===== config.mk =====
export PLATFORM = sky130hd
export DESIGN_NAME = isf_slave
export DESIGN_NICKNAME = d
export VERILOG_FILES = /design/src/rtl/isf_pkg.sv /design/src/rtl/isf_sync.sv /design/src/rtl/isf_cond_det.sv /design/src/rtl/isf_slave.sv
export VERILOG_INCLUDE_DIRS = /design/src /design/src/rtl
export SDC_FILE = /design/constraint.sdc
export NUM_CORES = 1
export LEC_CHECK = 0
export BUFFER_PORTS_ARGS = -buffer_cell sky130_fd_sc_hd__buf_2
export CAP_MARGIN = 0
export CELL_PAD_IN_SITES_DETAIL_PLACEMENT = 1
export CELL_PAD_IN_SITES_GLOBAL_PLACEMENT = 1
export CORE_MARGIN = 4
export CORE_UTILIZATION = 43
export CTS_CLUSTER_SIZE = 30
export DETAILED_ROUTE_END_ITERATION = 12
export PLACE_DENSITY_LB_ADDON = 0.05
export RECOVER_POWER = 100
export SYNTH_ARGS = -nofsm -noshare
export SYNTH_HDL_FRONTEND = slang
export SYNTH_SLANG_ARGS = --single-unit

===== constraint.sdc =====
create_clock -name clock -period 3.05 [get_ports clock]
set_input_delay 0.7625 -clock clock [delete_from_list [all_inputs] [get_ports clock]]
set_output_delay 0.7625 -clock clock [all_outputs]
set_load 0.005 [all_outputs]

===== src/rtl/isf_defs.svh =====
// register offsets, field positions and reset values of the slave flag block
// assumes: byte addresses on an 8-bit apb address, one word per register
`ifndef ISF_DEFS_SVH
`define ISF_DEFS_SVH

`define ISF_OFF_STATUS  8'h00
`define ISF_OFF_CTRL    8'h04
`define ISF_OFF_DATA    8'h08
`define ISF_OFF_SAR1    8'h0c
`define ISF_OFF_SAR2    8'h10
`define ISF_OFF_BUF     8'h14
`define ISF_OFF_IST     8'h18
`define ISF_OFF_IMASK   8'h1c

// bus_status_reg fields
`define ISF_ST_ERR      7
`define ISF_ST_NORM     6
`define ISF_ST_FDONE    5
`define ISF_ST_SECOND   4
`define ISF_ST_ARB      3
`define ISF_ST_OWN      2
`define ISF_ST_BCAST    1
`define ISF_ST_ACK      0
// bit 0 (ack_bit_flag) is not cleared by a status write
`define ISF_ST_CLR_MASK 8'hfe

// bus_control_reg fields
`define ISF_CT_IRQ      0
`define ISF_CT_BUSY     1
`define ISF_CT_MST      2
`define ISF_CT_TRS      3

// buffer flag register fields
`define ISF_BF_RXF      0
`define ISF_BF_TXE      1

// interrupt status / mask fields
`define ISF_IE_RX       0
`define ISF_IE_TX       1
`define ISF_IE_STOP     2
`define ISF_IE_ADDR     3

`define ISF_RST_STATUS  8'h00
`define ISF_RST_SAR     7'h00
`define ISF_RST_IMASK   4'h0

`endif


===== src/rtl/isf_pkg.sv =====
// types shared by the slave flag block
// assumes: nothing beyond the defs header
package isf_pkg;

    typedef enum logic [2:0] {
        isf_idle,
        isf_addr,
        isf_aack,
        isf_rx,
        isf_tx,
        isf_tack,
        isf_ignore
    } isf_state_t;

    typedef struct packed {
        logic [1:0] s1;
        logic [1:0] s2;
    } isf_sync_t;

    typedef struct packed {
        logic scl_d;
        logic sda_d;
    } isf_det_t;

    typedef struct packed {
        isf_state_t  st;
        logic [3:0]  bitcnt;
        logic [7:0]  shift;
        logic [7:0]  rx_hold;
        logic [7:0]  tx_hold;
        logic [7:0]  status;
        logic [7:0]  seen;
        logic        irq_flag;
        logic        busy;
        logic        master_select;
        logic        transmit_select;
        logic        rx_full;
        logic        tx_empty;
        logic        rx_pend;
        logic        tx_pend;
        logic [6:0]  sar1;
        logic [6:0]  sar2;
        logic [3:0]  ist;
        logic [3:0]  imask;
        logic [31:0] prdata;
        logic        pready;
        logic        pslverr;
        logic        irq;
        logic        sda_out;
        logic        sda_oe_n;
    } isf_main_t;

endpackage : isf_pkg


===== src/rtl/isf_sync.sv =====
// two-stage synchroniser for the scl and sda pins
// assumes: pins are asynchronous to clock; bus idles high
module isf_sync (
    input  wire logic clock,
    input  wire logic rst,
    input  wire logic scl_pin,
    input  wire logic sda_pin,
    output logic      scl_s,
    output logic      sda_s
);
    isf_pkg::isf_sync_t r_reg;
    isf_pkg::isf_sync_t r_next;

    always_comb begin
        r_next    = r_reg;
        r_next.s1 = {scl_pin, sda_pin};
        r_next.s2 = r_reg.s1;
    end

    always_ff @(posedge clock) begin
        if (rst) begin
            r_reg <= '1;
        end else begin
            r_reg <= r_next;
        end
    end

    assign scl_s = r_reg.s2[1];
    assign sda_s = r_reg.s2[0];
endmodule : isf_sync


===== src/rtl/isf_cond_det.sv =====
// start, stop and scl edge detection on synchronised bus lines
// assumes: inputs already synchronised to clock
module isf_cond_det (
    input  wire logic clock,
    input  wire logic rst,
    input  wire logic scl_s,
    input  wire logic sda_s,
    output logic      start_p,
    output logic      stop_p,
    output logic      rise_p,
    output logic      fall_p
);
    isf_pkg::isf_det_t r_reg;
    isf_pkg::isf_det_t r_next;

    always_comb begin
        r_next       = r_reg;
        r_next.scl_d = scl_s;
        r_next.sda_d = sda_s;
    end

    always_ff @(posedge clock) begin
        if (rst) begin
            r_reg <= '1;
        end else begin
            r_reg <= r_next;
        end
    end

    // sda moving while scl stays high is a bus condition, never data
    assign start_p = scl_s & r_reg.scl_d & r_reg.sda_d & ~sda_s;
    assign stop_p  = scl_s & r_reg.scl_d & ~r_reg.sda_d & sda_s;
    assign rise_p  = scl_s & ~r_reg.scl_d;
    assign fall_p  = ~scl_s & r_reg.scl_d;
endmodule : isf_cond_det


===== src/rtl/isf_slave.sv =====
// two-wire bus slave with status flags, data buffers and an apb register file
// assumes: apb master on clock; remote bus master drives scl, sda open drain
`include "isf_defs.svh"

// Behaviour
// - a start condition clears the second address match flag
// - first address match sets own match and rx full, master select stays 0
// - on address match transmit select takes the read/write bit
// - second address match sets frame done, second match and rx full only
// - buffer events set frame done only while second match flag is 1
// - cpu data write clears tx empty, arbitration lost and own match
// - tx end with tx empty kept; later write reloads shifter, sets empty
// - reception end with rx full 0 sets rx full
// - data read clears four flags; pending byte then moves and sets rx full
// - stop during a frame sets the error end flag, bit 7
// - stop after a completed frame sets the normal end flag, bit 6
// - error end flag clears on a 0 write after reading it as 1
// - clearing the bus interrupt flag also clears the error end flag
// - end flags only updated in slave mode
// - status flags accept only 0 writes to clear; 1 writes do nothing
module isf_slave (
    input  wire logic        clock,
    input  wire logic        rst,
    input  wire logic        psel,
    input  wire logic        penable,
    input  wire logic        pwrite,
    input  wire logic [7:0]  paddr,
    input  wire logic [31:0] pwdata,
    output logic      [31:0] prdata,
    output logic             pready,
    output logic             pslverr,
    output logic             irq,
    input  wire logic        scl_in,
    input  wire logic        sda_in,
    output logic             sda_out,
    output logic             sda_oe_n
);
    isf_pkg::isf_main_t r_reg;
    isf_pkg::isf_main_t r_next;

    logic        scl_s;
    logic        sda_s;
    logic        start_p;
    logic        stop_p;
    logic        rise_p;
    logic        fall_p;
    logic        acc;
    logic        wr;
    logic        rd;
    logic        ctrl_wr;
    logic        data_wr;
    logic        data_rd;
    logic        m1_hit;
    logic        m2_hit;
    logic        gc_hit;
    logic        hit_rw;
    logic        rx_done;
    logic        tx_load;
    logic        in_frame;
    logic        rerr;
    logic [7:0]  byte_in;
    logic [3:0]  ev;
    logic [3:0]  iclr;
    logic [31:0] rdat;

    isf_sync u_sync (
        .clock   (clock),
        .rst     (rst),
        .scl_pin (scl_in),
        .sda_pin (sda_in),
        .scl_s   (scl_s),
        .sda_s   (sda_s)
    );

    isf_cond_det u_det (
        .clock   (clock),
        .rst     (rst),
        .scl_s   (scl_s),
        .sda_s   (sda_s),
        .start_p (start_p),
        .stop_p  (stop_p),
        .rise_p  (rise_p),
        .fall_p  (fall_p)
    );

    always_comb begin
        r_next   = r_reg;
        ev       = 4'h0;
        iclr     = 4'h0;
        m1_hit   = 1'b0;
        m2_hit   = 1'b0;
        gc_hit   = 1'b0;
        hit_rw   = 1'b0;
        rx_done  = 1'b0;
        tx_load  = 1'b0;
        rerr     = 1'b0;
        rdat     = 32'h0;
        byte_in  = {r_reg.shift[6:0], sda_s};
        acc      = psel & penable & r_reg.pready;
        wr       = acc & pwrite;
        rd       = acc & ~pwrite;
        ctrl_wr  = wr & (paddr == `ISF_OFF_CTRL);
        data_wr  = wr & (paddr == `ISF_OFF_DATA);
        data_rd  = rd & (paddr == `ISF_OFF_DATA);
        // the stop's own scl rise is counted, so one bit means no frame yet
        in_frame = (r_reg.st == isf_pkg::isf_addr ||
                    r_reg.st == isf_pkg::isf_rx ||
                    r_reg.st == isf_pkg::isf_tx) && r_reg.bitcnt > 4'h1;

        // read data is captured in the setup cycle, answered one cycle later
        case (paddr)
            `ISF_OFF_STATUS: rdat[7:0] = r_reg.status;
            `ISF_OFF_CTRL: begin
                rdat[`ISF_CT_IRQ]  = r_reg.irq_flag;
                rdat[`ISF_CT_BUSY] = r_reg.busy;
                rdat[`ISF_CT_MST]  = r_reg.master_select;
                rdat[`ISF_CT_TRS]  = r_reg.transmit_select;
            end
            `ISF_OFF_DATA:  rdat[7:0] = r_reg.rx_hold;
            `ISF_OFF_SAR1:  rdat[7:1] = r_reg.sar1;
            `ISF_OFF_SAR2:  rdat[7:1] = r_reg.sar2;
            `ISF_OFF_BUF: begin
                rdat[`ISF_BF_RXF] = r_reg.rx_full;
                rdat[`ISF_BF_TXE] = r_reg.tx_empty;
            end
            `ISF_OFF_IST:   rdat[3:0] = r_reg.ist;
            `ISF_OFF_IMASK: rdat[3:0] = r_reg.imask;
            default:        rerr = 1'b1;
        endcase
        r_next.pready  = psel & ~penable;
        r_next.prdata  = r_next.pready ? rdat : 32'h0;
        r_next.pslverr = r_next.pready & rerr;

        // software effects first so that a bus event in the same cycle wins
        if (wr) begin
            case (paddr)
                `ISF_OFF_STATUS: r_next.status = r_reg.status &
                    ~(~pwdata[7:0] & r_reg.seen & `ISF_ST_CLR_MASK);
                `ISF_OFF_CTRL: begin
                    r_next.master_select = pwdata[`ISF_CT_MST];
                    if (!pwdata[`ISF_CT_IRQ]) begin
                        r_next.irq_flag              = 1'b0;
                        r_next.status[`ISF_ST_ERR]   = 1'b0;
                        r_next.status[`ISF_ST_FDONE] = 1'b0;
                    end
                end
                `ISF_OFF_DATA: begin
                    r_next.tx_hold             = pwdata[7:0];
                    r_next.tx_empty            = 1'b0;
                    r_next.status[`ISF_ST_ARB] = 1'b0;
                    r_next.status[`ISF_ST_OWN] = 1'b0;
                    if (r_reg.tx_pend) begin
                        // holding register goes straight on to the shifter
                        r_next.shift    = pwdata[7:0];
                        r_next.tx_empty = 1'b1;
                        r_next.tx_pend  = 1'b0;
                        r_next.status[`ISF_ST_FDONE] =
                            r_reg.status[`ISF_ST_FDONE] |
                            r_reg.status[`ISF_ST_SECOND];
                        r_next.irq_flag = 1'b1;
                        ev[`ISF_IE_TX]  = 1'b1;
                    end
                end
                `ISF_OFF_SAR1:  r_next.sar1  = pwdata[7:1];
                `ISF_OFF_SAR2:  r_next.sar2  = pwdata[7:1];
                `ISF_OFF_IST:   iclr         = pwdata[3:0];
                `ISF_OFF_IMASK: r_next.imask = pwdata[3:0];
                default: ;
            endcase
        end
        if (rd && paddr == `ISF_OFF_STATUS) begin
            r_next.seen = r_reg.prdata[7:0];
        end
        if (data_rd) begin
            r_next.rx_full               = 1'b0;
            r_next.status[`ISF_ST_ARB]   = 1'b0;
            r_next.status[`ISF_ST_OWN]   = 1'b0;
            r_next.status[`ISF_ST_BCAST] = 1'b0;
            if (r_reg.rx_pend) begin
                r_next.rx_hold = r_reg.shift;
                r_next.rx_full = 1'b1;
                r_next.rx_pend = 1'b0;
                r_next.status[`ISF_ST_FDONE] =
                    r_reg.status[`ISF_ST_FDONE] |
                    r_reg.status[`ISF_ST_SECOND];
                r_next.irq_flag = 1'b1;
                ev[`ISF_IE_RX]  = 1'b1;
            end
        end

        // bus side
        if (start_p) begin
            r_next.st                     = isf_pkg::isf_addr;
            r_next.bitcnt                 = 4'h0;
            r_next.busy                   = 1'b1;
            r_next.status[`ISF_ST_SECOND] = 1'b0;
            r_next.tx_empty               = 1'b1;
            r_next.tx_pend                = 1'b0;
            r_next.rx_pend                = 1'b0;
            r_next.transmit_select                    = 1'b0;
            r_next.sda_oe_n               = 1'b1;
            ev[`ISF_IE_TX]                = 1'b1;
        end else if (stop_p) begin
            r_next.st       = isf_pkg::isf_idle;
            r_next.busy     = 1'b0;
            r_next.tx_empty = 1'b0;
            r_next.tx_pend  = 1'b0;
            r_next.sda_oe_n = 1'b1;
            if (!r_reg.master_select) begin
                // the two end flags are kept mutually exclusive
                r_next.status[`ISF_ST_ERR]  = in_frame;
                r_next.status[`ISF_ST_NORM] = ~in_frame;
            end
            r_next.irq_flag  = 1'b1;
            ev[`ISF_IE_STOP] = 1'b1;
        end else begin
            unique case (r_reg.st)
                isf_pkg::isf_addr, isf_pkg::isf_rx: begin
                    if (rise_p) begin
                        r_next.shift  = byte_in;
                        r_next.bitcnt = r_reg.bitcnt + 4'h1;
                    end
                    if (rise_p && r_reg.bitcnt == 4'h7) begin
                        r_next.st     = isf_pkg::isf_aack;
                        r_next.bitcnt = 4'h0;
                        if (r_reg.st == isf_pkg::isf_rx) begin
                            rx_done = 1'b1;
                            if (!r_next.rx_full) begin
                                r_next.rx_hold = byte_in;
                                r_next.rx_full = 1'b1;
                                r_next.status[`ISF_ST_FDONE] =
                                    r_next.status[`ISF_ST_FDONE] |
                                    r_next.status[`ISF_ST_SECOND];
                                r_next.irq_flag = 1'b1;
                                ev[`ISF_IE_RX]  = 1'b1;
                            end else begin
                                r_next.rx_pend = 1'b1;
                            end
                        end else begin
                            hit_rw = byte_in[0];
                            gc_hit = byte_in == 8'h00;
                            m1_hit = !gc_hit && byte_in[7:1] == r_reg.sar1;
                            // an equal second address never wins over the first
                            m2_hit = !gc_hit && !m1_hit &&
                                     byte_in[7:1] == r_reg.sar2;
                            if (m1_hit || m2_hit || gc_hit) begin
                                r_next.rx_hold  = byte_in;
                                r_next.rx_full  = 1'b1;
                                r_next.transmit_select      = hit_rw & ~gc_hit;
                                r_next.irq_flag = 1'b1;
                                ev[`ISF_IE_RX]  = 1'b1;
                                ev[`ISF_IE_ADDR] = 1'b1;
                            end else begin
                                r_next.st = isf_pkg::isf_ignore;
                            end
                            if (m1_hit || gc_hit) begin
                                r_next.status[`ISF_ST_OWN] = 1'b1;
                            end
                            if (gc_hit) begin
                                r_next.status[`ISF_ST_BCAST] = 1'b1;
                            end
                            if (m2_hit) begin
                                r_next.status[`ISF_ST_FDONE]  = 1'b1;
                                r_next.status[`ISF_ST_SECOND] = 1'b1;
                            end
                        end
                    end
                end
                isf_pkg::isf_aack: begin
                    if (fall_p && r_reg.bitcnt == 4'h0) begin
                        r_next.sda_oe_n = 1'b0;
                        r_next.bitcnt   = 4'h1;
                    end else if (fall_p) begin
                        r_next.sda_oe_n = 1'b1;
                        r_next.bitcnt   = 4'h0;
                        if (r_reg.transmit_select) begin
                            tx_load = 1'b1;
                        end else begin
                            r_next.st = isf_pkg::isf_rx;
                        end
                    end
                end
                isf_pkg::isf_tx: begin
                    if (rise_p) begin
                        r_next.bitcnt = r_reg.bitcnt + 4'h1;
                    end else if (fall_p && r_reg.bitcnt == 4'h8) begin
                        r_next.sda_oe_n = 1'b1;
                        r_next.st       = isf_pkg::isf_tack;
                    end else if (fall_p) begin
                        r_next.shift    = {r_reg.shift[6:0], 1'b1};
                        r_next.sda_oe_n = r_reg.shift[6];
                    end
                end
                isf_pkg::isf_tack: begin
                    if (rise_p) begin
                        r_next.status[`ISF_ST_ACK] = sda_s;
                        r_next.bitcnt              = 4'h9;
                        if (sda_s) begin
                            r_next.st = isf_pkg::isf_ignore;
                        end
                    end else if (fall_p && r_reg.bitcnt == 4'h9) begin
                        tx_load = 1'b1;
                    end
                end
                isf_pkg::isf_idle, isf_pkg::isf_ignore: ;
            endcase
        end

        // transmission end: next byte goes from holding register to shifter
        if (tx_load) begin
            r_next.st     = isf_pkg::isf_tx;
            r_next.bitcnt = 4'h0;
            if (!r_next.tx_empty) begin
                r_next.shift    = r_next.tx_hold;
                r_next.tx_empty = 1'b1;
                r_next.status[`ISF_ST_FDONE] =
                    r_next.status[`ISF_ST_FDONE] |
                    r_next.status[`ISF_ST_SECOND];
                r_next.irq_flag = 1'b1;
                ev[`ISF_IE_TX]  = 1'b1;
            end else begin
                // no clock stretching: an empty buffer sends all ones
                r_next.tx_pend = 1'b1;
                r_next.shift   = 8'hff;
            end
            r_next.sda_oe_n = r_next.shift[7];
        end

        r_next.ist     = (r_reg.ist & ~iclr) | ev;
        r_next.irq     = |(r_next.ist & r_next.imask);
        r_next.sda_out = 1'b0;
    end

    always_ff @(posedge clock) begin
        if (rst) begin
            r_reg          <= '0;
            r_reg.st       <= isf_pkg::isf_idle;
            r_reg.status   <= `ISF_RST_STATUS;
            r_reg.sar1     <= `ISF_RST_SAR;
            r_reg.sar2     <= `ISF_RST_SAR;
            r_reg.imask    <= `ISF_RST_IMASK;
            r_reg.sda_oe_n <= 1'b1;
        end else begin
            r_reg <= r_next;
        end
    end

    assign prdata   = r_reg.prdata;
    assign pready   = r_reg.pready;
    assign pslverr  = r_reg.pslverr;
    assign irq      = r_reg.irq;
    assign sda_out  = r_reg.sda_out;
    assign sda_oe_n = r_reg.sda_oe_n;

    start_clr_second_a: assert property (@(posedge clock) disable iff (rst)
        start_p |=> !r_reg.status[`ISF_ST_SECOND])
        else $error("second match flag survived a start");
    own_match_a: assert property (@(posedge clock) disable iff (rst)
        m1_hit |=> r_reg.status[`ISF_ST_OWN] && r_reg.rx_full && !r_reg.master_select)
        else $error("own address match flags wrong");
    trs_follows_rw_a: assert property (@(posedge clock) disable iff (rst)
        m1_hit |=> r_reg.transmit_select == $past(hit_rw))
        else $error("transmit select does not follow rw bit");
    second_match_a: assert property (@(posedge clock) disable iff (rst)
        m2_hit |=> r_reg.status[`ISF_ST_FDONE] &&
                   r_reg.status[`ISF_ST_SECOND] && !r_reg.status[`ISF_ST_OWN])
        else $error("second address match flags wrong");
    fdone_gated_a: assert property (@(posedge clock) disable iff (rst)
        $rose(r_reg.status[`ISF_ST_FDONE]) |-> r_reg.status[`ISF_ST_SECOND])
        else $error("frame done set without second match");
    data_wr_clr_a: assert property (@(posedge clock) disable iff (rst)
        data_wr && !r_reg.tx_pend && !tx_load && !start_p |=>
            !r_reg.tx_empty && !r_reg.status[`ISF_ST_OWN])
        else $error("data write did not clear flags");
    rx_full_set_a: assert property (@(posedge clock) disable iff (rst)
        rx_done && !r_reg.rx_full && !data_rd |=> r_reg.rx_full ##1 1'b1)
        else $error("reception end did not set rx full");
    data_rd_clr_a: assert property (@(posedge clock) disable iff (rst)
        data_rd && !r_reg.rx_pend && !rx_done && !m1_hit && !m2_hit &&
        !gc_hit |=> !r_reg.rx_full && !r_reg.status[`ISF_ST_BCAST])
        else $error("data read did not clear flags");
    stop_one_end_a: assert property (@(posedge clock) disable iff (rst)
        stop_p && !r_reg.master_select |=> (r_reg.status[`ISF_ST_ERR] !=
            r_reg.status[`ISF_ST_NORM]) && !r_reg.busy && !r_reg.tx_empty)
        else $error("stop did not set exactly one end flag");
    err_mid_frame_a: assert property (@(posedge clock) disable iff (rst)
        stop_p && !r_reg.master_select && in_frame |=> r_reg.status[`ISF_ST_ERR])
        else $error("stop inside frame not flagged as error");
    irq_clr_err_a: assert property (@(posedge clock) disable iff (rst)
        ctrl_wr && !pwdata[`ISF_CT_IRQ] && !stop_p |=>
            !r_reg.status[`ISF_ST_ERR])
        else $error("error end survived bus irq clear");
    mst_steady_a: assert property (@(posedge clock) disable iff (rst)
        !ctrl_wr |=> $stable(r_reg.master_select))
        else $error("master select changed without software");
endmodule : isf_slave


# Word level (Yosys, flattened, before mapping)

Cells that the tools add are included.
W data, S select, Z words.

Add/sub/neg operators: 1
Reductions and logical operators: 44
Muxes and demuxes: 165
Eq/ne operators: 44
$lt $le $gt $ge: 1
Bitwise gates (word level): 37

Operator list:

| cell                 | count |
|---|---|
| $mux W8              | 15 |
| $mux W1              | 88 |
| $mux W7              | 8 |
| $ne A5 B5 Y1 const B | 8 |
| $mux W12             | 3 |
| $mux W3              | 12 |
| $eq A8 B5 Y1 const B | 4 |
| $mux W16             | 2 |
| $mux W2              | 16 |
| $mux W15             | 2 |
| $pmux W7 S4          | 1 |
| $reduce_and A9 Y1    | 3 |
| $mux W4              | 6 |
| $ne A4 B4 Y1 const B | 6 |
| $mux W20             | 1 |
| $and A8 B8 Y8        | 2 |
| $eq A8 B4 Y1 const B | 2 |
| $logic_not A8 Y1     | 2 |
| $not A8 Y8           | 2 |
| $pmux W4 S4          | 1 |
| $pmux W8 S2          | 1 |
| $and A1 B1 Y1        | 15 |
| $eq A7 B7 Y1         | 2 |
| $pmux W2 S7          | 1 |
| other kinds (41)     | 89 |

Logic and storage cells: 325
Output and inout port bits: 37
Input bits: 47
Register bits: 120

# Depth between registers and ports, before layout

Gate-level depths: netlist of run 1.

Word-level depth: 18
Mapped depth: 9
Gate-level depth less buffers: 8

# By module

A second synthesis of run 1 with hierarchy kept.

Cells, all modules: 655
Area total of the unflattened synthesis: 5315.1 um^2

Modules (own cells, without submodules):

| module       | times used | seq. area each (um^2) | area an instance (um^2) | cells an instance |
|---|---|---|---|---|
| isf_slave    | 1          | 1761.7                | 5124.9                  | 639 |
| isf_sync     | 1          | 80.1                  | 105.1                   | 8 |
| isf_cond_det | 1          | 40.0                  | 85.1                    | 8 |

# Worst setup path after synthesis of run 1

OpenSTA, ideal clock, no wires.

Path kind: input port to flip-flop
From: input paddr[7]
To: register r_reg (netlist bit irq)
Stages: 7
Slack: 553 ps
Buffers on the path: 1
Library setup time: 138 ps
Required time: 2912 ps
Arrival time: 2358 ps
Cell sequence: or4_4 -> buf_6 -> nor4_4 -> mux2i_1 -> o32ai_1 -> a21oi_1 -> o211ai_1

Longest elaborated chain between the ends: 12
Elaborated cells on any way between the ends: 31
Those cells by class: eq/ne: 3; mux: 22; bitwise: 5; reduce/logical: 1

RTL lines:

| what                              | RTL line                           | text |
|---|---|---|
| start: declaration                | isf_slave.sv:27                    | `input wire logic [7:0] paddr,` |
| $eq A8 B4 Y1                      | isf_slave.sv:136                   | `case (paddr)` |
| $and A1 B1 Y1                     | isf_slave.sv:104                   | `` data_rd = rd & (paddr == `ISF_OFF_DATA); `` |
| $mux W1                           | isf_slave.sv:174                   | `if (data_rd) begin` |
| $mux W1, on equally long branches | isf_slave.sv:246, isf_slave.sv:228 |  |
| $mux W1                           | isf_slave.sv:226                   | `if (r_reg.st == isf_pkg::isf_rx) begin` |
| $mux W1                           | isf_slave.sv:223                   | `if (rise_p && r_reg.bitcnt == 4'h7) begin` |
| $mux W1                           | isf_slave.sv:217                   | `unique case (r_reg.st)` |
| $mux W1                           | isf_slave.sv:203                   | `end else if (stop_p) begin` |
| $mux W1                           | isf_slave.sv:192                   | `if (start_p) begin` |
| $or A4 B4 Y4                      | isf_slave.sv:329                   | `r_next.ist = (r_reg.ist & ~iclr) \| ev;` |
| $and A4 B4 Y4 *                   | isf_slave.sv:330                   | `r_next.irq = \|(r_next.ist & r_next.imask);` |
| $reduce_or A4 Y1 *                | isf_slave.sv:330                   |  |
| end signal: assignment            | isf_slave.sv:344                   | `r_reg <= r_next;` |
| end: declaration                  | isf_slave.sv:38                    | `isf_pkg::isf_main_t r_reg;` |

Every way passes the cells marked *; elsewhere a longest branch is shown, timed or not.
A chain may end at the register's enable or synchronous reset.

# Final worst setup path of run 1

From: input paddr[7]
To: register r_reg[80] (netlist name)

Longest elaborated chain between the ends: 15
Elaborated cells on any way between the ends: 27
Those cells by class: eq/ne: 2; mux: 21; bitwise: 3; reduce/logical: 1

RTL lines:

| what                                 | RTL line         | text |
|---|---|---|
| $eq A8 B4 Y1 (tied with other cells) | isf_slave.sv:136 |  |
| $pmux W1 S3                          | isf_slave.sv:136 |  |
| $mux W16                             | isf_slave.sv:135 | `if (wr) begin` |
| $mux W1                              | isf_slave.sv:179 | `if (r_reg.rx_pend) begin` |
| $mux W1                              | isf_slave.sv:174 |  |
| $or A1 B1 Y1                         | isf_slave.sv:232 | `` r_next.status[`ISF_ST_FDONE] \| `` |
| $mux W1                              | isf_slave.sv:228 | `if (!r_next.rx_full) begin` |
| $mux W1                              | isf_slave.sv:226 |  |
| $mux W2                              | isf_slave.sv:223 |  |
| $mux W2                              | isf_slave.sv:217 |  |
| $mux W2                              | isf_slave.sv:203 |  |
| $mux W3                              | isf_slave.sv:192 |  |
| $or A1 B1 Y1                         | isf_slave.sv:317 | `` r_next.status[`ISF_ST_FDONE] \| `` |
| $mux W1                              | isf_slave.sv:313 | `if (!r_next.tx_empty) begin` |
| $mux W1 *                            | isf_slave.sv:310 | `if (tx_load) begin` |

Marked as above.

==> run summary, run 1 <==
Largest net degree at the start of global routing: 40
Clk_lat worst skew: 0.36 ns
RSZ-0062 raised after global routing: false
Leak: 2.21 nW
Worst setup EP type: flip-flop
Max cap viols: 0
DIE WIDTH: 120 microns
Sequential share of the synthesized area: 0.352
Largest family of logic cells by synthesized area: simple AND/OR/NAND/NOR gates
Fmax: 0.362 GHz
Hold Vio Cnt, Final: 0
Unique masters post-synth: 80
Worst Skew: 0.0116 ns
Synth async-reset ratio: 0
Synthesis-stage register bit count: 94
Critical Path RT: 3.31 ns
Final core occ: 0.481
Post-CTS setup buffer count: 0
Outcome: finished, final reports clean
Crit path arrival time: 3.02 ns
CP Class: primary input to flip-flop
Vias in the first global route: 4848
Total GRT Usage: 0.242
Min-Delay Path Class: flip-flop to flip-flop
Die ar.: 14300 sq um
Diode count: 0
Cell Area, Synth: 5350 sq um
Count of hold-fix buffers inserted at cts: 0
Count of final setup violators: 0
Final wirelength: 17000 microns
Placer Congestion: 0.861
Final hold slack: 0.405 ns
Die Y: 120 microns
Initial DRC Count: 328
Area delta synth->final: 8.77%
Worst vdd ir: 0.405 mV
Mux cell area share after synthesis: 0.0676
Resize count post-CTS: 0
H-Tree Depth: 3
Main flop type after synthesis: dfxtp_1
Per-cell routed wire length: 20.3 microns
Nets: 715
Clock sink count: 94
Syn. warnings: 0
CP max FO: 8
Gr ovfl total: 0
Compound-Gate Fraction of Synth Area: 0.210
Row count: 40
Post-synthesis share of cell area spent on xor and xnor gates: 0.0245
Vias after detailed routing: 4876
Synth top area cells: dfxtp_1 (35%), a21oi_1 (6.2%), mux2i_1 (4.9%)
Minimum clock period: 2.76 ns
Final ANT Viol Nets: 0
CTS Buf Count: 9
Slew @ Worst Pin: 1.13 ns
Drt pass-1 iters: 6
CTS clk-pin slew, worst paths: 0.07 ns
Core footprint: 12100 sq um
PortBufs: 34
Root Buffer Master: clkbuf_16
Most common cell after layout, fill and taps aside: dfxtp_1
CTS tree: built
HPWL Detailed: 12500 microns
Initial antenna violation count: 0
Max reg flops: 69
Avg Vias per Cell: 5.83
Synth top area share: 0.352
Setup TNS Final: 0 ns
Slew margin rel.: 0.244
Initial Utilization: 0.442
Post-synth EDFFs: 0
Avg Inst Size Synth: 8.25 sq um
CTS max path bufs: 2
Post-Synth Adder-Cell Area: 0.00701
Pwr/cell area: 458 nW/um^2
Top-Level Pins: 84
First-pass GRT wire length: 27300 microns
Worst setup SP type: primary input
Ratio of cells with drive above 1 in the final layout: 0.130
Final Cycle Share: 0.905
Yosys top cell by area: dfxtp_1
Placed instance count: 822
Post-Synth Simple-Gate Area: 0.244
Mapped Cells: 649
Commonest non-fill, non-tap cells in the layout: dfxtp_1 (94), a21oi_1 (66), nand2_1 (59)
Non-filler instance count after layout: 837
DRC viols: 0
Max Slew Vio Count: 0
==> metrics by stage <==
step	instance area [sq um]	setup slack (ns)	total power, mW
2_1_floorplan	5440	0.553	1.40
3_3_place_gp	5560	0.277	1.44
3_5_place_dp	5560	0.252	1.45
4_1_cts	5890	0.571	2.69
5_1_grt	5820	0.201	2.76
6_report	5820	0.290	2.67
==> per-layer routing <==
metal	track usage	vias to the layer above	wire (microns)	share of wire
met5	0	-	0	0
met1	0.341	2420	7810	0.46
met3	0.0598	20	1050	0.062
met4	0.0551	0	283	0.017
met2	0.376	131	7830	0.46
li1	-	2305	-	-
==> cell usage after synthesis (all sizes together) (4+ instances only) <==
library cell and instances:
a211oi 9, a21o 5, a21oi 66, a22o 6, a22oi 9, a31oi 5, a32oi 6, buf 49
clkbuf 29, dfxtp 94, inv 15, mux2 9, mux2i 26, nand2 59, nand2b 7, nand3 29
nand3b 4, nand4 5, nand4b 5, nor2 59, nor2b 12, nor3 10, nor3b 6, nor4 7
o21ai 21, o2bb2ai 6, or2 8, or3 12, xor2 12
==> report_power, final <==
part | switching [mW] | internal (mW)
clock | 0.492 | 0.760
combinational | 0.118 | 0.0502
sequential | 0.0114 | 1.24
==> layout make-up <==
| cell class | count | area (sq um) |
|---|---|---|
| clock buffer | 12 | 256 |
| sequential | 94 | 1880 |
| tap | 168 | 210 |
| multi-input combinational | 486 | 3020 |
| fill | 1504 | 6290 |
| timing repair buffer | 59 | 327 |
| inverter | 15 | 56.3 |
| clock inverter | 3 | 67.6 |
==> final timing paths <==
path                                        from           end  slack, ns  depth (start not counted)
worst max-delay path                    paddr[7]     r_reg[80]       0.29                          9
worst min-delay path            u_sync.r_next[0]  u_sync.sda_s       0.40                          1
worst max register to register        byte_in[3]     r_reg[94]       0.54                          6
worst min register to register  u_sync.r_next[0]  u_sync.sda_s       0.40                          1
==> logic make-up after synthesis <==
| group | after synthesis |
|---|---|
| simple gates | 240 |
| compound gates | 168 |
| mux | 35 |
| fa+ha+maj | 3 |
| other cells | 1 |
| xor+xnor | 15 |
| buf+inv | 93 |
| flops | 94 |
==> worst max-delay path, stage by stage <==
cell and delay, ns:
buf_2 0.10, nor4_1 0.56, buf_4 0.24, nand4_1 0.14, a211oi_1 0.49, and2_0 0.23, buf_4 0.18, o21ai_0 0.10
a41oi_1 0.21
No activity file was read; power rests on OpenSTA's default activity.
==> inputs of run 2 (changes only) <==
--- a/config.mk
+++ b/config.mk
@@ -11,7 +11,7 @@
 export CELL_PAD_IN_SITES_DETAIL_PLACEMENT = 1
 export CELL_PAD_IN_SITES_GLOBAL_PLACEMENT = 1
 export CORE_MARGIN = 4
-export CORE_UTILIZATION = 43
+export CORE_UTILIZATION = 45
 export CTS_CLUSTER_SIZE = 30
 export DETAILED_ROUTE_END_ITERATION = 12
 export PLACE_DENSITY_LB_ADDON = 0.05
==> constraint.sdc (replaced) <==
create_clock -name clock -period 3.39 [get_ports clock]
set_input_delay 0.8475 -clock clock [delete_from_list [all_inputs] [get_ports clock]]
set_output_delay 0.8475 -clock clock [all_outputs]
set_load 0.005 [all_outputs]
==> run summary, run 2 (same netlist as run 1, synthesis figures left out) <==
Core footprint: 11500 sq um
CTS Buf Count: 9
Count of hold-fix buffers inserted at cts: 0
First-pass GRT wire length: 26700 microns
CTS max path bufs: 2
Per-cell routed wire length: 20.8 microns
Initial DRC Count: 309
Vias after detailed routing: 4804
Initial Utilization: 0.465
Commonest non-fill, non-tap cells in the layout: dfxtp_1 (94), a21oi_1 (66), nand2_1 (59)
Worst setup EP type: flip-flop
Hold Vio Cnt, Final: 0
Crit-path cells: clkbuf_1 -> and3b_1 -> and4_1 -> a211oi_1 -> and2_0 -> buf_4 -> o21ai_0 -> a41oi_1
Fmax: 0.344 GHz
Drt pass-1 iters: 4
Register area: 1880 sq um
Total Power: 2.45 mW
Top-Level Pins: 84
Die ar.: 13700 sq um
Clock sink count: 94
Row count: 39
DRC viols: 0
Initial antenna violation count: 0
CP Class: primary input to flip-flop
Die Y: 117 microns
RSZ-0062 raised after global routing: false
Setup TNS Final: 0 ns
Root Buffer Master: clkbuf_16
H-Tree Depth: 3
Critical Path RT: 3.66 ns
Outcome: finished, final reports clean
Final wirelength: 16900 microns
Max cap viols: 0
Crit path arrival time: 3.18 ns
Max Slew Vio Count: 0
CTS tree: built
HPWL Detailed: 12400 microns
Placer Congestion: 0.902
Avg Vias per Cell: 5.94
Clk_lat worst skew: 0.36 ns
Min-Delay Path Class: flip-flop to flip-flop
Area delta synth->final: 8.09%
PortBufs: 34
Gr ovfl total: 0
CP max FO: 13
Worst vdd ir: 0.418 mV
Final Cycle Share: 0.858
Filler instances: 1426
Vias in the first global route: 4812
CP max-delay cell: a211oi_1
Total GRT Usage: 0.257
CTS clk-pin slew, worst paths: 0.06 ns
Count of final setup violators: 0
Minimum clock period: 2.91 ns
Ratio of cells with drive above 1 in the final layout: 0.116
Largest net degree at the start of global routing: 55
DIE WIDTH: 117 microns
Pwr/cell area: 424 nW/um^2
Leak: 2.18 nW
CP peak stage delay: 0.56 ns
Worst Skew: 0.0101 ns
Max reg flops: 69
Final ANT Viol Nets: 0
Resize count post-CTS: 0
Worst setup margin: 0.480 ns
Nets: 711
Dpl ws: 0.427 ns
Slew @ Worst Pin: 1.49 ns
Slew margin rel.: 0.00903
Post-CTS setup buffer count: 0
Most common cell after layout, fill and taps aside: dfxtp_1
Diode count: 0
Multi-input gate area: 3040 sq um
Worst setup SP type: primary input
## run 2: worst paths after layout
| path | start | end | slack (ns) | cells past startpoint |
|---|---|---|---|---|
| hold reg to reg | u_sync.r_next[0] | u_sync.sda_s | 0.41 | 1 |
| hold / removal | u_sync.r_next[0] | u_sync.sda_s | 0.41 | 1 |
| setup / recovery | paddr[2] | r_reg[80] | 0.48 | 8 |
| setup reg to reg | u_sync.sda_s | r_reg[98] | 0.72 | 7 |
## run 2: cell type report
class                           count  share of cell area
Clock buffer                       11              0.0402
Timing Repair Buffer               55              0.0502
Sequential cell                    94               0.325
Multi-Input combinational cell    486               0.525
Inverter                           15             0.00973
Tap cell                          143              0.0309
Clock inverter                      5              0.0184
## run 2: per-layer routing
metal | vias to the layer above | wire length, microns | track usage
met4 | 0 | 223 | 0.0780
li1 | 2305 | - | -
met1 | 2373 | 7750 | 0.361
met5 | - | 0 | 0
met3 | 11 | 1120 | 0.0555
met2 | 115 | 7760 | 0.398
## run 2: metrics by stage
stage,util,hold WS (ns),cell area (sq um),cells
2_1_floorplan,-,0.389,5440,673
3_3_place_gp,0.477,0.390,5500,793
3_5_place_dp,0.477,0.397,5500,793
4_1_cts,0.507,0.414,5840,809
5_1_grt,0.502,0.418,5780,809
6_report,0.502,0.412,5780,809
## run 2: critical path: cells and delay by family
kind | cells | cell delay [ns]
compound gates | 3 | 0.89
buf+inv | 2 | 0.67
simple gates | 3 | 0.77
## run 2: where the power goes
group,switching [mW],internal [mW]
sequential,0.0100,1.11
combinational,0.106,0.0439
clock,0.456,0.725
==> inputs of run 3 (changes only) <==
--- a/config.mk
+++ b/config.mk
@@ -6,16 +6,18 @@
 export SDC_FILE = /design/constraint.sdc
 export NUM_CORES = 1
 export LEC_CHECK = 0
+export ABC_AREA = 1
 export BUFFER_PORTS_ARGS = -buffer_cell sky130_fd_sc_hd__buf_2
 export CAP_MARGIN = 0
 export CELL_PAD_IN_SITES_DETAIL_PLACEMENT = 1
 export CELL_PAD_IN_SITES_GLOBAL_PLACEMENT = 1
 export CORE_MARGIN = 4
-export CORE_UTILIZATION = 45
+export CORE_UTILIZATION = 44
 export CTS_CLUSTER_SIZE = 30
 export DETAILED_ROUTE_END_ITERATION = 12
 export PLACE_DENSITY_LB_ADDON = 0.05
 export RECOVER_POWER = 100
+export SLEW_MARGIN = 20
 export SYNTH_ARGS = -nofsm -noshare
 export SYNTH_HDL_FRONTEND = slang
 export SYNTH_SLANG_ARGS = --single-unit
==> constraint.sdc (replaced) <==
create_clock -name clock -period 3.4 [get_ports clock]
set_input_delay 0.85 -clock clock [delete_from_list [all_inputs] [get_ports clock]]
set_output_delay 0.85 -clock clock [all_outputs]
set_load 0.005 [all_outputs]
==> run summary, run 3 <==
Outcome: finished, final reports clean
Filler instances: 1685
CTS clk-pin slew, worst paths: 0.07 ns
Vias after detailed routing: 5584
Yosys top cell by area: dfxtp_1
CTS max path bufs: 2
Main flop type after synthesis: dfxtp_1
Top-Level Pins: 84
Diode count: 0
Clock sink count: 94
CTS Buf Count: 9
Crit path arrival time: 3.06 ns
GRT Max-Usage Layer: met2
Pwr/cell area: 442 nW/um^2
Cell Area, Synth: 5580 sq um
Worst setup SP type: primary input
Synth async-reset ratio: 0
Leak: 2.71 nW
Root Buffer Master: clkbuf_16
CP max FO: 13
Vias in the first global route: 5641
Row count: 40
HPWL Detailed: 14800 microns
DIE WIDTH: 121 microns
Core footprint: 12200 sq um
Synth top area cells: dfxtp_1 (34%), nand2_1 (14%), nor2_1 (6.2%)
Multi-input gate area: 2960 sq um
Resize count post-CTS: 0
Nets: 909
Initial Utilization: 0.457
Synth top area share: 0.337
CP Class: primary input to flip-flop
Hold Vio Cnt, Final: 0
Global routing usage on met1: 0.336
Sequential share of the synthesized area: 0.337
Net Sw Frac: 0.321
Worst vdd ir: 0.305 mV
Met2 global-route usage: 0.446
Min-Delay Path Class: flip-flop to flip-flop
Total GRT Usage: 0.264
CTS tree: built
Setup TNS Final: 0 ns
Count of hold-fix buffers inserted at cts: 0
Logic pwr share: 0.175
Most common cell after layout, fill and taps aside: nand2_1
Total Power: 2.62 mW
Minimum clock period: 2.77 ns
Synthesis-stage register bit count: 94
DRC viols: 0
Flop pwr share: 0.444
Die ar.: 14600 sq um
Worst setup EP type: flip-flop
Commonest non-fill, non-tap cells in the layout: nand2_1 (216), nor2_1 (98), dfxtp_1 (94)
Ratio of cells with drive above 1 in the final layout: 0.108
Per-cell routed wire length: 18.3 microns
RSZ-0062 raised after global routing: false
Post-synth EDFFs: 0
Initial DRC Count: 372
Non-filler instance count after layout: 1032
Drt pass-1 iters: 4
Initial antenna violation count: 0
Internal power: 1.78 mW
PortBufs: 34
Final ANT Viol Nets: 0
Final wirelength: 18900 microns
Fmax: 0.361 GHz
Top post-synthesis cells by count: nand2_1 (213), dfxtp_1 (94), nor2_1 (92), inv_1 (86), a21oi_1 (51)
Register area: 1880 sq um
Avg Inst Size Synth: 6.64 sq um
Placer Congestion: 0.911
Final Cycle Share: 0.815
Top-count cell post-synth: nand2_1
Clock Power Share: 0.381
Worst Skew: 0.00952 ns
Area delta synth->final: 6.16%
Largest net degree at the start of global routing: 27
Mapped Cells: 841
Critical Path RT: 3.69 ns
Avg Vias per Cell: 5.41
Max cap viols: 0
H-Tree Depth: 3
Die Y: 121 microns
Syn. warnings: 0
Max Slew Vio Count: 0
Clk_lat worst skew: 0.35 ns
Count of final setup violators: 0
First-pass GRT wire length: 29900 microns
Gr ovfl total: 0
Post-CTS setup buffer count: 0
Max reg flops: 69
Unique masters post-synth: 45
Slew margin rel.: 0.124
Net switching power: 0.841 mW
M3 GR Usage: 0.0355
Slew @ Worst Pin: 1.31 ns
Placed instance count: 1016
[run 3: cell types whose count changed in the layout (fill, tap and decap cells not counted), moves of 12 or more]
cell	delta
nor2_1	+40
a21oi_1	-15
mux2i_1	-26
nand2_1	+157
inv_2	+15
nor2b_1	-12
or3_1	-12
nand3_1	+13
o21ai_0	+41
inv_1	+74
buf_4	-15
nor2_2	+12
[run 3: power groups by stage]
| stage | Sequential [mW] | Clock (mW) | Combinational (mW) |
|---|---|---|---|
| global route | 1.17 | 1.06 | 0.513 |
| finish | 1.16 | 0.997 | 0.458 |
| global placement | 1.19 | 0 | 0.441 |
| detailed placement | 1.19 | 0 | 0.463 |
| floorplan | 1.18 | 0 | 0.352 |
| CTS | 1.16 | 1.01 | 0.466 |
[run 3: area by class of cell]
class | count | share of cell area
Clock inverter | 6 | 0.00887
Tap cell | 168 | 0.0355
Sequential cell | 94 | 0.317
Multi-Input combinational cell | 606 | 0.499
Timing Repair Buffer | 41 | 0.0323
Clock buffer | 10 | 0.0386
Inverter | 107 | 0.0678
[run 3: through the flow]
stage	cell area [sq um]	utilization	worst slack (ns)	hold slack [ns]
finish	5930	0.485	0.630	0.422
floorplan	5670	-	1.35	0.389
detailed placement	5720	0.469	0.640	0.404
global placement	5720	0.469	0.695	0.393
global route	5930	0.485	0.397	0.430
CTS	6010	0.492	0.984	0.421
[run 3: cell families after synthesis]
group	share of synthesized area
AO/OA/AOI/OAI	0.172
other	0.000672
buffers and inverters	0.140
flip-flops	0.337
adder cells (fa/ha/maj)	0.00672
AND/OR/NAND/NOR	0.329
XOR/XNOR	0.0141
[run 3: metal layers]
layer | share of wire | vias to the layer above
li1 | - | 2690
met1 | 0.44 | 2700
met2 | 0.47 | 150
met3 | 0.048 | 44
met4 | 0.041 | 0
met5 | 0 | -
[run 3: path summary, 6_finish.rpt]
check / startpoint / end / slack (ns) / cells past startpoint
worst max register to register: u_det.r_reg[1] / sda_oe_n / 0.84 / 10
worst min register to register: u_sync.r_next[0] / u_sync.sda_s / 0.42 / 1
worst max-delay path: penable / r_reg[58] / 0.63 / 9
worst min-delay path: u_sync.r_next[0] / u_sync.sda_s / 0.42 / 1
[run 3: critical path, stage by stage]
cell and delay, ns:
buf_2 0.12, nand3_2 0.10, nor2_1 0.33, clkbuf_1 0.51
inv_1 0.24, nor2_1 0.15, clkbuf_1 0.45, o21ai_0 0.18
nor2_1 0.13
